===== config.mk =====
export PLATFORM = sky130hd
export DESIGN_NAME = lpcal_sched
export DESIGN_NICKNAME = d
export VERILOG_FILES = /design/src/lpcal_sched.v
export VERILOG_INCLUDE_DIRS = /design/src
export SDC_FILE = /design/constraint.sdc
export NUM_CORES = 1
export LEC_CHECK = 0
export ABC_CLOCK_PERIOD_IN_PS = 4900
export BUFFER_PORTS_ARGS = -buffer_cell sky130_fd_sc_hd__buf_4
export CORE_ASPECT_RATIO = 1.75
export CORE_MARGIN = 3
export CORE_UTILIZATION = 45
export CTS_CLUSTER_DIAMETER = 50
export DETAILED_ROUTE_END_ITERATION = 12
export HOLD_SLACK_MARGIN = 0.1
export PLACE_DENSITY_LB_ADDON = 0.12
export SLEW_MARGIN = 20
export SYNTH_ARGS = -nofsm -noshare
export SYNTH_HDL_FRONTEND = slang
export SYNTH_SLANG_ARGS = --single-unit

===== constraint.sdc =====
create_clock -name clk_sys -period 4.9 [get_ports clk_sys]
set_input_delay 0.49 -clock clk_sys [delete_from_list [all_inputs] [get_ports clk_sys]]
set_output_delay 0.49 -clock clk_sys [all_outputs]
set_load 0.01 [all_outputs]

===== src/lpcal_defs.vh =====
// Purpose: constants for the low-power calibration scheduler and vector port
// Assumes: byte-wide register port, 7-bit addresses
// Notes: offsets are byte addresses on the register port
`ifndef LPCAL_DEFS_VH
`define LPCAL_DEFS_VH
`define LPCAL_OFS_LP_CTRL 7'h6E
`define LPCAL_OFS_VEC_EN 7'h70
`define LPCAL_OFS_VEC_PORT 7'h71
`define LPCAL_OFS_PIN_CFG 7'h6B
`define LPCAL_OFS_SOFT_TRIG 7'h6C
`define LPCAL_OFS_STATUS 7'h6A
`define LPCAL_RST_LP_CTRL 8'h88
`define LPCAL_RST_VEC_EN 8'h00
`define LPCAL_RST_PIN_CFG 8'h00
`define LPCAL_RST_SOFT_TRIG 8'h01
`define LPCAL_SLEEP_MSB 7
`define LPCAL_SLEEP_LSB 5
`define LPCAL_WAKE_MSB 4
`define LPCAL_WAKE_LSB 3
`define LPCAL_TRIG_BIT 1
`define LPCAL_EN_BIT 0
`define LPCAL_STOPPED_BIT 1
`define LPCAL_VEC_LEN 673
`define LPCAL_TICK_SHIFT 8
`define LPCAL_SLEEP_K0 6'h03
`define LPCAL_SLEEP_K1 6'h0F
`define LPCAL_SLEEP_K2 6'h12
`define LPCAL_SLEEP_K3 6'h12
`define LPCAL_SLEEP_K4 6'h15
`define LPCAL_SLEEP_K5 6'h1B
`define LPCAL_SLEEP_K6 6'h1E
`define LPCAL_SLEEP_K7 6'h21
`define LPCAL_WAKE_K0 6'h03
`define LPCAL_WAKE_K1 6'h12
`define LPCAL_WAKE_K2 6'h15
`define LPCAL_WAKE_K3 6'h18
`endif


===== src/lpcal_sched.v =====
// Purpose: low-power calibration scheduler and calibration vector port
// Assumes: host keeps sleep code >= 4, wake code >= 1, full 673 transfers
// Notes: one clock; delays counted in sample-clock periods of clk_sys
`timescale 1ns/1ps
`default_nettype none
`include "lpcal_defs.vh"
module lpcal_sched #(
    parameter VEC_LEN = `LPCAL_VEC_LEN
) (
    input wire clk_sys,
    input wire sys_rst,
    input wire [6:0] reg_addr,
    input wire reg_wr,
    input wire reg_rd,
    input wire [7:0] reg_wdata,
    output reg [7:0] reg_rdata,
    input wire background_calib_enable,
    input wire calib_halted,
    input wire calib_trigger_pin,
    input wire [7:0] vec_rdata,
    output wire [9:0] vec_index,
    output wire vec_we,
    output wire [7:0] vec_wdata,
    output wire vec_valid,
    output wire core_sleep,
    output wire core_settling,
    output wire calib_start
);
    ////////////////////////////////////////////////////////////////////////
    // scheduler states
    localparam ST_IDLE = 2'h0;
    localparam ST_SLEEP = 2'h1;
    localparam ST_WAKE = 2'h2;
    localparam ST_CAL = 2'h3;
    ////////////////////////////////////////////////////////////////////////
    // clocks for exponent k: (2^k + 1) periods of 256
    function [41:0] delay_of;
        input [5:0] k;
        begin
            delay_of = ((42'h1 << k) + 42'h1) << `LPCAL_TICK_SHIFT;
        end
    endfunction
    ////////////////////////////////////////////////////////////////////////
    // registers, counters and field decode
    reg [7:0] lp_ctrl_q;
    reg [7:0] vec_en_q;
    reg [7:0] pin_cfg_q;
    reg [7:0] soft_trig_q;
    reg [9:0] idx_q;
    reg valid_q;
    reg [1:0] st_q;
    reg [41:0] cnt_q;
    reg start_q;
    reg [2:0] pin_sync_q;
    reg trig_q;
    reg [5:0] sleep_k;
    reg [5:0] wake_k;
    wire port_hit = (reg_addr == `LPCAL_OFS_VEC_PORT) && vec_en_q[0];
    wire lp_on = lp_ctrl_q[`LPCAL_EN_BIT] && background_calib_enable;
    wire trig_mode = lp_ctrl_q[`LPCAL_TRIG_BIT];
    wire trig_level = pin_cfg_q[0] ? trig_q : soft_trig_q[0];
    wire [2:0] sleep_code = lp_ctrl_q[`LPCAL_SLEEP_MSB:`LPCAL_SLEEP_LSB];
    wire [1:0] wake_code = lp_ctrl_q[`LPCAL_WAKE_MSB:`LPCAL_WAKE_LSB];
    ////////////////////////////////////////////////////////////////////////
    // delay exponents
    always @* begin
        case (sleep_code)
            3'h0: sleep_k = `LPCAL_SLEEP_K0;
            3'h1: sleep_k = `LPCAL_SLEEP_K1;
            3'h2: sleep_k = `LPCAL_SLEEP_K2;
            3'h3: sleep_k = `LPCAL_SLEEP_K3;
            3'h4: sleep_k = `LPCAL_SLEEP_K4;
            3'h5: sleep_k = `LPCAL_SLEEP_K5;
            3'h6: sleep_k = `LPCAL_SLEEP_K6;
            default: sleep_k = `LPCAL_SLEEP_K7;
        endcase
        case (wake_code)
            2'h0: wake_k = `LPCAL_WAKE_K0;
            2'h1: wake_k = `LPCAL_WAKE_K1;
            2'h2: wake_k = `LPCAL_WAKE_K2;
            default: wake_k = `LPCAL_WAKE_K3;
        endcase
    end
    ////////////////////////////////////////////////////////////////////////
    // trigger pin synchroniser, change counts once stages two and three agree
    // reset loads the idle high level, so no false wake follows reset
    always @(posedge clk_sys) begin
        if (sys_rst) begin
            pin_sync_q <= 3'h7;
            trig_q <= 1'b1;
        end else begin
            pin_sync_q <= {pin_sync_q[1:0], calib_trigger_pin};
            if (pin_sync_q[1] == pin_sync_q[2])
                trig_q <= pin_sync_q[2];
        end
    end
    ////////////////////////////////////////////////////////////////////////
    // registers and vector port
    always @(posedge clk_sys) begin
        if (sys_rst) begin
            lp_ctrl_q <= `LPCAL_RST_LP_CTRL;
            vec_en_q <= `LPCAL_RST_VEC_EN;
            pin_cfg_q <= `LPCAL_RST_PIN_CFG;
            soft_trig_q <= `LPCAL_RST_SOFT_TRIG;
            idx_q <= 10'h000;
            valid_q <= 1'b1;
        end else begin
            if (reg_wr) begin
                case (reg_addr)
                    `LPCAL_OFS_LP_CTRL: lp_ctrl_q <= reg_wdata;
                    `LPCAL_OFS_PIN_CFG: pin_cfg_q <= reg_wdata;
                    `LPCAL_OFS_SOFT_TRIG: soft_trig_q <= reg_wdata;
                    `LPCAL_OFS_VEC_EN: begin
                        vec_en_q <= reg_wdata;
                        if (reg_wdata[0])
                            idx_q <= 10'h000;
                    end
                    default: ;
                endcase
            end
            if ((reg_wr || reg_rd) && port_hit) begin
                if (idx_q == VEC_LEN[9:0] - 10'h001) begin
                    idx_q <= 10'h000;
                    valid_q <= 1'b1;
                end else begin
                    idx_q <= idx_q + 10'h001;
                    valid_q <= 1'b0;
                end
            end
        end
    end
    ////////////////////////////////////////////////////////////////////////
    // vector store side
    assign vec_index = idx_q;
    assign vec_we = reg_wr && port_hit;
    assign vec_wdata = reg_wdata;
    assign vec_valid = valid_q;
    ////////////////////////////////////////////////////////////////////////
    // read-back mux, reserved bit 2 of the control reads zero
    always @* begin
        case (reg_addr)
            `LPCAL_OFS_LP_CTRL: reg_rdata = {lp_ctrl_q[7:3], 1'b0,
                lp_ctrl_q[1:0]};
            `LPCAL_OFS_VEC_EN: reg_rdata = vec_en_q;
            `LPCAL_OFS_PIN_CFG: reg_rdata = pin_cfg_q;
            `LPCAL_OFS_SOFT_TRIG: reg_rdata = soft_trig_q;
            `LPCAL_OFS_STATUS: reg_rdata = {6'h00, calib_halted, 1'b0};
            `LPCAL_OFS_VEC_PORT: reg_rdata = vec_en_q[0] ? vec_rdata
                : 8'h00;
            default: reg_rdata = 8'h00;
        endcase
    end
    ////////////////////////////////////////////////////////////////////////
    // sleep / wake scheduler
    always @(posedge clk_sys) begin
        if (sys_rst) begin
            st_q <= ST_IDLE;
            cnt_q <= 42'h0;
            start_q <= 1'b0;
        end else begin
            start_q <= 1'b0;
            case (st_q)
                ST_IDLE: begin
                    cnt_q <= 42'h0;
                    if (lp_on)
                        st_q <= ST_SLEEP;
                end
                ST_SLEEP: begin
                    cnt_q <= cnt_q + 42'h1;
                    if (!lp_on) begin
                        st_q <= ST_IDLE;
                    end else if (trig_mode ? !trig_level
                            : (cnt_q >= delay_of(sleep_k) - 42'h1)) begin
                        st_q <= ST_WAKE;
                        cnt_q <= 42'h0;
                    end
                end
                ST_WAKE: begin
                    cnt_q <= cnt_q + 42'h1;
                    if (!lp_on) begin
                        st_q <= ST_IDLE;
                    end else if (cnt_q >= delay_of(wake_k) - 42'h1) begin
                        st_q <= ST_CAL;
                        start_q <= 1'b1;
                        cnt_q <= 42'h0;
                    end
                end
                ST_CAL: begin
                    cnt_q <= 42'h0;
                    st_q <= lp_on ? ST_SLEEP : ST_IDLE;
                end
                default: st_q <= ST_IDLE;
            endcase
        end
    end
    // scheduler outputs
    assign core_sleep = (st_q == ST_SLEEP);
    assign core_settling = (st_q == ST_WAKE);
    assign calib_start = start_q;
endmodule // lpcal_sched
`default_nettype wire


==> out/qor.txt, run 1 <==
Multi-input logic area: 2970 sq um
Initial drt markers: 138
Final period util: 62.8%
Synth warnings: 0
Mapped Cells: 585
Yosys top cell by area: dfxtp_1
H-tree depth: 3
Detailed placement HPWL: 8.83 mm
Mapped Avg Cell Area: 8.50 sq um
Worst reg-to-reg setup slack: 1.90 ns
Number of port buffers: 60
Vias in the first global route: 4212
RePlAce Congestion: 0.809
Fmax achieved: 0.325 GHz
Setup Fix Bufs, Post-CTS: 0
Setup repair after global routing missed its margin: no
Setup violations, final: 0
Area growth syn-to-layout: 14.6%
Worst r2r dst: cnt_q[35]$_SDFF_PP0_
FF-to-FF path depth: 8
Initial core utilization: 46.2%
1st-pass router iterations: 4
Post-synthesis mux area share: 4.48%
Leak: 2.18 nW
PwrDens: 249 nW/um^2
Adder-cell share of the synthesized area: 6.80%
EDFF count, synth: 0
Core ar.: 10800 sq um
PnR Total Power: 1.42 mW
Ratio of cells with drive above 1 in the final layout: 14.0%
Std-Cell Rows: 50
MaxCap Viol Count: 0
Worst setup EP type: primary output
Maximum vdd drop: 0.239 mV
Layout Nets: 691
Area contributors post-synth: dfxtp_1, ha_1, nor2_1
Most frequent cells after synthesis: dfxtp_1, nor2_1, nand2_1
Fillers: 1050
Required time of the worst setup path: 4.41 ns
Slew Limit Fails: 0
CTS tree: done
Antenna Cells: 0
Global Route Usage Sum: 19.7%
Cts hold-fix bufs: 0
PnR worst setup slack: 1.82 ns
CP Launch Type: primary input
Post-Syn Area: 4970 sq um
Max_slew headroom: 44.1%
Post-placement cell count: 753
Initial antenna violation count: 0
Die Span Y: 145 um
Compound-Gate Fraction of Synth Area: 12.2%
Top-count cell post-synth: dfxtp_1
Drt drc: 0
CP max FO: 16
Worst setup path endpoint: reg_rdata[6]
Clock Skew: 0.00695 ns
Full die area: 12400 sq um
Congestion Overflow GR: 0
First-pass GRT wire length: 19.9 mm
Top FF cell, synth: dfxtp_1
Yosys reg bits: 91
Async set-reset flop share out of synthesis: 0%
Via count: 4304
Storage cell area: 1820 sq um
Hold Path Class: primary input to flip-flop
Post-Synth Simple-Gate Area: 27.7%
Worst-path clk slew: 0.06 ns
Post-cts resize count: 0
Largest net degree at the start of global routing: 44
Per-cell routed wire length: 15.4 um
Clk root buf: clkbuf_16
Die W: 85.4 um
Worst endpoint data arrival time: 2.59 ns
Setup TNS: 0 ns
Clk sinks: 91
Seq/Total Area, Yosys: 36.7%
Worst Tran Pin Value: 0.831 ns
Launch point of the worst reg-to-reg path: lp_ctrl_q[5]$_SDFFE_PP0P_
CTS max path bufs: 2
Largest family of logic cells by synthesized area: simple AND/OR/NAND/NOR gates
Skew-Pair Late Insertion Delay: 0.34 ns
Post-route insts no fill: 767
Drt total wl: 11.8 mm
Critical path class: primary input to primary output
Worst setup path startpoint: reg_addr[1]
Final min period: 3.08 ns
Inserted Clock Buffers: 9
Post-route ant nets: 0
Distinct cells, synth: 61
Status: completed
Synth top area share: 36.7%
Hold Fails Final Rpt: 0
DR vias/cell: 5.61
Synth Area in XOR/XNOR: 7.75%
Setup WS pre-CTS: 1.83 ns
I/O pins: 61
## cells by family after synthesis
kind of cell    count (synthesis)
fa+ha+maj                      27
mux                            22
compound gates                 85
flops                          91
xor+xnor                       44
simple gates                  274
buf+inv                        40
other cells                     2
## cell usage in the layout, fill, tap and decap left out, drive strengths merged, types with 2 or more instances in the layout
| cell | count |
|---|---|
| a2111oi | 2 |
| a211oi | 4 |
| a21o | 2 |
| a21oi | 26 |
| a221o | 7 |
| a22o | 3 |
| a311oi | 6 |
| a31oi | 3 |
| a41oi | 2 |
| and2 | 7 |
| and3 | 11 |
| and4 | 6 |
| buf | 61 |
| clkbuf | 11 |
| clkinv | 2 |
| conb | 11 |
| dfxtp | 91 |
| ha | 27 |
| inv | 8 |
| mux2 | 2 |
| mux2i | 20 |
| nand2 | 60 |
| nand2b | 6 |
| nand3 | 41 |
| nand4 | 11 |
| nor2 | 76 |
| nor2b | 5 |
| nor3 | 14 |
| nor3b | 4 |
| nor4 | 10 |
| nor4bb | 2 |
| o211ai | 3 |
| o21ai | 17 |
| or2 | 7 |
| or3 | 4 |
| or4 | 4 |
| xnor2 | 20 |
| xor2 | 24 |
## worst max-delay path, cell delays in order
cell	delay, ns
buf_4	0.18
nor3b_1	0.69
and2_0	0.76
nand2_1	0.10
o21ai_0	0.11
a221o_1	0.14
buf_4	0.11
## through the flow
step                hold WS, ns  cell area (sq um)  util [%]
floorplan                 0.389               5000         -
global placement          0.402               5440      50.6
CTS                       0.323               5690      52.9
global route              0.326               5690      52.9
finish                    0.334               5690      52.9
detailed placement        0.401               5440      50.6
## worst min-delay path by stage
| stage | from | to | depth (start not counted) |
|---|---|---|---|
| 6_report | calib_trigger_pin | pin_sync_q[0]$_SDFF_PP1_ | 2 |
| 5_1_grt | calib_trigger_pin | pin_sync_q[0]$_SDFF_PP1_ | 2 |
| 2_1_floorplan | pin_sync_q[0]$_SDFF_PP1_ | pin_sync_q[1]$_SDFF_PP1_ | 1 |
| 3_5_place_dp | pin_sync_q[0]$_SDFF_PP1_ | pin_sync_q[1]$_SDFF_PP1_ | 1 |
| 4_1_cts | calib_trigger_pin | pin_sync_q[0]$_SDFF_PP1_ | 2 |
| 3_3_place_gp | pin_sync_q[0]$_SDFF_PP1_ | pin_sync_q[1]$_SDFF_PP1_ | 1 |
## per-layer routing
metal	track usage (%)	wire [um]	vias up	part of all wire [%]
met4	8.80	378	0	3.2
met1	22.2	4790	2037	41
met3	4.32	503	20	4.3
li1	-	-	2161	-
met5	0	0	-	0
met2	34.6	6160	86	52
## where the power goes
| group | internal (mW) | total [mW] | switching, mW | leakage (nW) |
|---|---|---|---|---|
| registers | 0.741 | 0.742 | 0.000884 | 0.733 |
| logic | 0.0292 | 0.0634 | 0.0343 | 1.33 |
| clock network | 0.337 | 0.613 | 0.276 | 0.121 |
| total | 1.11 | 1.42 | 0.311 | 2.18 |
## final cells by class
| type | instances | area share [%] |
|---|---|---|
| multi-input cells | 463 | 52.2 |
| flip-flops and latches | 91 | 32.0 |
| repair buffers | 61 | 8.04 |
| clock buffers | 11 | 4.09 |
| well taps | 130 | 2.86 |
| inverters | 8 | 0.527 |
| clock inverters | 3 | 0.308 |
## flip-flops by register name (all words and copies together) (netlist names)
register and count:
cnt_q 42, vec_index 10, pin_cfg_q 8, soft_trig_q 8, vec_en_q 8, lp_ctrl_q 7, pin_sync_q 3, st_q 2
calib_start 1, trig_q 1, vec_valid 1
Note: power is estimated with default switching activity, not from simulation.
==> inputs of run 2 (changes only) <==
--- a/config.mk
+++ b/config.mk
@@ -6,7 +6,7 @@
 export SDC_FILE = /design/constraint.sdc
 export NUM_CORES = 1
 export LEC_CHECK = 0
-export ABC_CLOCK_PERIOD_IN_PS = 4900
+export ABC_CLOCK_PERIOD_IN_PS = 2900
 export BUFFER_PORTS_ARGS = -buffer_cell sky130_fd_sc_hd__buf_4
 export CORE_ASPECT_RATIO = 1.75
 export CORE_MARGIN = 3
==> constraint.sdc (replaced) <==
create_clock -name clk_sys -period 2.9 [get_ports clk_sys]
set_input_delay 0.29 -clock clk_sys [delete_from_list [all_inputs] [get_ports clk_sys]]
set_output_delay 0.29 -clock clk_sys [all_outputs]
set_load 0.01 [all_outputs]
==> run 2 against run 1 <==
  * Register-to-register slack got worse by 1.8 ns
  * Sequential share of layout area fell by 1.4 points
  * Clock-buffer cell count down 2
  * Flip-flop and latch count is the same
  * Die area unchanged
  * Worst hold slack got worse by 0.20 ns
  * Global-route usage up 0.79 points
  * Clock power grew 92%
  * Non-clock buffer count increased by 12
  * Sequential power grew 68%
  * Cell count is 2.3% higher
  * Critical path type is now flip-flop to flip-flop
  * Critical endpoint is now cnt_q[33]$_SDFF_PP0_
  * Largest cell class unchanged
  * Highest routed layer unchanged
==> out/qor.txt, run 2 (same netlist as run 1, synthesis figures left out) <==
Status: completed
Antenna Cells: 0 (unchanged)
Detailed placement HPWL: 9.23 mm (+4.5%)
Clk root buf: clkbuf_16
RePlAce Congestion: 0.863 (+6.7%)
CP Launch Type: flip-flop
Hold Path Class: primary input to flip-flop
Congestion Overflow GR: 0 (unchanged)
First-pass GRT wire length: 20.9 mm (+5.0%)
Die Span Y: 145 um (unchanged)
Slew Limit Fails: 0 (unchanged)
Final instance area: 5960 sq um (+4.7%)
Max incr delay on CP: 0.47 ns (-0.29 ns)
Launch point of the worst reg-to-reg path: lp_ctrl_q[5]$_SDFFE_PP0P_
Initial antenna violation count: 0 (unchanged)
Number of port buffers: 60 (unchanged)
CP Cell Sequence: or3b_2 -> ha_1 -> nand2_1 -> nor4_4 -> buf_4 -> nand4bb_4 -> a311oi_4 -> buf_4 -> o32a_4 -> nor2_1
Inserted Clock Buffers: 9 (unchanged)
Post-layout util: 55.4% (+2.5 points)
Core ar.: 10800 sq um (unchanged)
Worst setup EP type: flip-flop
Cell Area, Placed: 5520 sq um (+1.4%)
Global Route Usage Sum: 20.5% (+0.79 points)
PnR Total Power: 2.55 mW (+80%)
Drt drc: 0 (unchanged)
Largest net degree at the start of global routing: 44 (unchanged)
Worst-path clk slew: 0.07 ns (about the same)
Setup repair after global routing missed its margin: no
Final period util: 95.4%
1st-pass router iterations: 5 (+1)
Die W: 85.4 um (unchanged)
Hold Fails Final Rpt: 0 (unchanged)
Full die area: 12400 sq um (unchanged)
CTS max path bufs: 2 (unchanged)
CTS tree: done
Largest Register: cnt_q
Setup TNS: 0 ns (unchanged)
CP max FO: 10 (-6)
CP max-delay cell: or3b_2
I/O pins: 61 (unchanged)
Max reg flops: 42 (unchanged)
PwrDens: 427 nW/um^2 (+72%)
Worst endpoint data arrival time: 3.00 ns (+0.41 ns)
Via count: 4517 (+4.9%)
Post-route ant nets: 0 (unchanged)
Clock share of power: 46.4% (+3.2 points)
Required time of the worst setup path: 3.13 ns (-1.28 ns)
Worst setup path startpoint: lp_ctrl_q[5]$_SDFFE_PP0P_
Setup violations, final: 0 (unchanged)
Initial core utilization: 46.2% (unchanged)
Per-cell routed wire length: 16.6 um (+7.7%)
MaxCap Viol Count: 0 (unchanged)
H-tree depth: 3 (unchanged)
Final min period: 2.77 ns
Ratio of cells with drive above 1 in the final layout: 17.6% (+3.6 points)
DR vias/cell: 5.75 (+2.5%)
Maximum vdd drop: 0.397 mV (+66%)
Register share of total power: 49.2% (-3.1 points)
Worst Tran Pin Value: 0.729 ns (-0.102 ns)
Internal power: 1.98 mW (+79%)
Comb power frac: 4.4% (about the same)
Skew-Pair Late Insertion Delay: 0.34 ns (about the same)
Drt total wl: 13.0 mm (+10%)
Initial drt markers: 208 (+51%)
Layout Nets: 707 (+2.3%)
Clk sinks: 91 (unchanged)
Max_slew headroom: 51.0% (+6.9 points)
Delay-heaviest family, CP: simple AND/OR/NAND/NOR gates
Buffer and inverter count on the worst path: 2 (unchanged)
Most used cell, CP: buf_4
Most frequent cells in the layout: dfxtp_1, nor2_1, buf_4, nand2_1, nand3_1
Leak: 2.31 nW (+5.7%)
Sw Ratio: 22.5% (+0.50 points)
Min-Delay Startpoint: calib_trigger_pin
Fmax achieved: 0.361 GHz
Area growth syn-to-layout: 19.9%
Std-Cell Rows: 50 (unchanged)
Clock Skew: 0.00686 ns (-0.0000943 ns)
Critical path class: flip-flop to flip-flop
Vias in the first global route: 4386 (+4.1%)
Switching Power: 572 uW (+84%)
Most common cell after layout, fill and taps aside: dfxtp_1
[run 2: final timing paths]
kind                            cells past startpoint                  endpoint  slack, ns
worst min-delay path                                2  pin_sync_q[0]$_SDFF_PP1_       0.13
worst max-delay path                               10      cnt_q[33]$_SDFF_PP0_       0.13
worst max register to register                     10      cnt_q[33]$_SDFF_PP0_       0.13
worst min register to register                      1  pin_sync_q[1]$_SDFF_PP1_       0.42
[run 2: timing repair]
item / CTS / global route
endpoints found under the setup margin: 0 / 42
resized for setup: 0 / 12
setup buffers: 0 / 2
hold buffers: 0 / 0
[run 2: through the flow]
stage          cells  worst slack, ns  hold slack, ns
2_1_floorplan    594            0.188           0.389
3_3_place_gp     763            0.121           0.405
3_5_place_dp     763           0.0375           0.407
4_1_cts          779           0.0144           0.122
5_1_grt          785           0.0139           0.127
6_report         785            0.133           0.130
[run 2: power by group through the flow]
stage	registers [mW]	logic [mW]	clock network (mW)
floorplan	1.28	0.0554	0
global placement	1.28	0.107	0
detailed placement	1.28	0.108	0
CTS	1.25	0.108	1.21
global route	1.25	0.123	1.26
finish	1.25	0.112	1.18
[run 2: metal layers]
metal	part of all wire, %	track usage, %	wire, um
met1	39	22.8	5040
met2	54	37.2	7080
met3	3.6	3.75	471
met4	3.5	8.56	451
met5	0	0	0
[run 2: cell type report]
type | count | area (sq um)
flip-flops and latches | 91 | 1820
repair buffers | 73 | 548
well taps | 130 | 163
clock inverters | 7 | 77.6
inverters | 8 | 30.0
multi-input cells | 467 | 3090
fillers | 1041 | 4800
clock buffers | 9 | 225
==> inputs of run 3 (changes only) <==
--- a/config.mk
+++ b/config.mk
@@ -6,7 +6,7 @@
 export SDC_FILE = /design/constraint.sdc
 export NUM_CORES = 1
 export LEC_CHECK = 0
-export ABC_CLOCK_PERIOD_IN_PS = 2900
+export ABC_CLOCK_PERIOD_IN_PS = 2300
 export BUFFER_PORTS_ARGS = -buffer_cell sky130_fd_sc_hd__buf_4
 export CORE_ASPECT_RATIO = 1.75
 export CORE_MARGIN = 3
==> constraint.sdc (replaced) <==
create_clock -name clk_sys -period 2.3 [get_ports clk_sys]
set_input_delay 0.23 -clock clk_sys [delete_from_list [all_inputs] [get_ports clk_sys]]
set_output_delay 0.23 -clock clk_sys [all_outputs]
set_load 0.01 [all_outputs]
==> run 3 against run 2 <==
  * The flow now finishes with violations (setup timing)
  * Cell count is 3.9% higher
  * Critical path depth down 1
  * Global-route usage increased by 0.36 points
  * Utilization rose by 2.7 points
  * Power up 26%
  * Non-clock buffer count is 35 higher
  * Design area is 4.9% higher
  * Clock skew up 0.0028 ns
  * First-iteration DRC count is 19% lower
  * Clock power increased by 25%
==> out/qor.txt, run 3 (same netlist as run 1, synthesis figures left out) <==
Status: finished with violations
Failing checks: setup timing
CP max FO: 23 (+13)
DR vias/cell: 5.53 (-3.8%)
Most common cell after layout, fill and taps aside: buf_4
Global Route Usage Sum: 20.9% (+0.36 points)
Fmax achieved: 0.399 GHz (+10%)
Hold Fails Final Rpt: 0 (unchanged)
Critical path class: flip-flop to flip-flop
Clock Skew: 0.00963 ns (+0.00278 ns)
Max Used Layer: met4
Leak: 2.48 nW (+7.5%)
CP Cell Sequence: or3b_4 -> ha_4 -> nand2_2 -> nor4_4 -> o21ai_1 -> a311oi_2 -> o32a_4 -> buf_12 -> nor2_1
Largest net degree at the start of global routing: 25 (-43%)
Max reg flops: 42 (unchanged)
Largest Register: cnt_q
WL met2: 6.68 mm (-5.6%)
Required time of the worst setup path: 2.53 ns (-0.60 ns)
WL met3: 374 um (-21%)
Congestion Overflow GR: 0 (unchanged)
PnR Total Power: 3.20 mW (+26%)
Post-route insts no fill: 816 (+3.9%)
Initial core utilization: 46.2% (unchanged)
Detailed placement HPWL: 9.35 mm (+1.3%)
H-tree depth: 3 (unchanged)
Worst-path clk slew: 0.07 ns (about the same)
Clock share of power: 46.1% (-0.3 points)
Initial drt markers: 168 (-19%)
Max_slew headroom: 57.5% (+6.6 points)
Clk root buf: clkbuf_16
First-pass GRT wire length: 21.2 mm (+1.2%)
Setup repair after global routing missed its margin: yes
Clk sinks: 91 (unchanged)
RePlAce Congestion: 0.866 (+0.35%)
Storage cell area: 1830 sq um (+0.27%)
PnR worst setup slack: -0.204 ns (-0.338 ns)
Multi-input logic area: 3100 sq um (+0.16%)
Inserted Clock Buffers: 9 (unchanged)
Full die area: 12400 sq um (unchanged)
Die W: 85.4 um (unchanged)
Sw Ratio: 22.1% (-0.31 points)
Worst Tran Pin Value: 0.637 ns (-0.0917 ns)
Via count: 4515 (-0.044%)
CP max-delay cell: or3b_4
Ratio of cells with drive above 1 in the final layout: 22.9% (+5.3 points)
Number of port buffers: 60 (unchanged)
Fillers: 1012 (-2.8%)
CP Launch Type: flip-flop
Comb power frac: 4.6% (+0.2 points)
CTS tree: done
Setup violations, final: 45 (+45)
Drt drc: 0 (unchanged)
Fin Hold WS: 0.160 ns (+0.0293 ns)
Maximum vdd drop: 0.404 mV (+1.7%)
Initial antenna violation count: 0 (unchanged)
Skew-Pair Late Insertion Delay: 0.35 ns (about the same)
Post-route ant nets: 0 (unchanged)
Layout Nets: 738 (+4.4%)
Die Span Y: 145 um (unchanged)
Setup TNS: -8.19 ns (-8.19 ns)
Register share of total power: 49.4% (+0.2 points)
Vias in the first global route: 4610 (+5.1%)
Wire length on met1: 4.91 mm (-2.6%)
Antenna Cells: 0 (unchanged)
Core ar.: 10800 sq um (unchanged)
Switching Power: 708 uW (+24%)
I/O pins: 61 (unchanged)
Post-placement cell count: 798 (+4.6%)
MaxCap Viol Count: 0 (unchanged)
Worst setup EP type: flip-flop
Worst endpoint data arrival time: 2.74 ns (-0.26 ns)
Std-Cell Rows: 50 (unchanged)
PwrDens: 512 nW/um^2 (+20%)
Final min period: 2.50 ns (-0.262 ns)
Drt total wl: 12.4 mm (-5.2%)
Per-cell routed wire length: 15.1 um (-8.8%)
Hold Path Class: primary input to flip-flop
CTS max path bufs: 2 (unchanged)
Final period util: 109% (+13 points)
Area growth syn-to-layout: 25.8%
1st-pass router iterations: 4 (-1)
Most frequent cells in the layout: buf_4, dfxtp_1, nor2_1, nand2_1, nand3_1
Max incr delay on CP: 0.42 ns (-0.05 ns)
Internal power: 2.49 mW (+26%)
Slew Limit Fails: 0 (unchanged)
==> run 3: cell count changes in the layout (fill, tap and decap cells not counted), sizes merged <==
cell	before	now
dlygate4sd3	0	1
clkinv	4	3
o32a	5	1
buf	73	107
clkbuf	9	10
==> run 3: metal layers <==
metal  GRT usage, %  up-vias
li1               -     2262
met1           22.8     2160
met2           38.3       71
met3           4.43       22
met4           7.69        0
met5              0        -
==> run 3: power by group through the flow <==
stage | clock network, mW | logic (mW) | registers, mW
finish | 1.47 | 0.146 | 1.58
global route | 1.57 | 0.160 | 1.58
CTS | 1.51 | 0.145 | 1.58
detailed placement | 0 | 0.141 | 1.62
global placement | 0 | 0.138 | 1.62
floorplan | 0 | 0.0715 | 1.62
==> run 3: path summary, 6_finish.rpt <==
| path | to | slack, ns | from | depth (start not counted) |
|---|---|---|---|---|
| worst max-delay path | cnt_q[19]$_SDFF_PP0_ | -0.20 | lp_ctrl_q[6]$_SDFFE_PP0P_ | 9 |
| worst min-delay path | soft_trig_q[2]$_SDFFE_PP0P_ | 0.16 | reg_wdata[2] | 3 |
| worst max register to register | cnt_q[19]$_SDFF_PP0_ | -0.20 | lp_ctrl_q[6]$_SDFFE_PP0P_ | 9 |
| worst min register to register | pin_sync_q[1]$_SDFF_PP1_ | 0.41 | pin_sync_q[0]$_SDFF_PP1_ | 1 |
==> run 3: through the flow <==
stage	setup slack [ns]	cell area (sq um)	util (%)
4_1_cts	-0.213	6250	58.0
2_1_floorplan	-0.0632	5090	-
6_report	-0.204	6250	58.1
3_3_place_gp	-0.195	5860	54.5
3_5_place_dp	-0.239	5860	54.5
5_1_grt	-0.289	6250	58.1
==> run 3: area by class of cell <==
class | count | share of cell area [%]
multi-input combinational | 463 | 49.5
sequential | 91 | 29.3
timing repair buffer | 108 | 13.4
clock buffer | 10 | 3.66
tap | 130 | 2.60
clock inverter | 6 | 1.04
inverter | 8 | 0.480
==> run 3: critical path: cells and delay by family, from the launching register on <==
kind | cells | cell delay [ns]
buf+inv | 1 | 0.16
fa+ha+maj | 1 | 0.30
simple gates | 4 | 0.84
flops | 1 | 0.36
compound gates | 3 | 0.74
==> run 3: repair_timing <==
action                                 CTS  global route
gates resized for setup                 16             3
gates cloned                             0             0
pin swaps                                6             8
buffers inserted                         1             1
endpoints found under the hold margin    1             0
setup endpoints to repair               45            45
hold buffers                             1             0
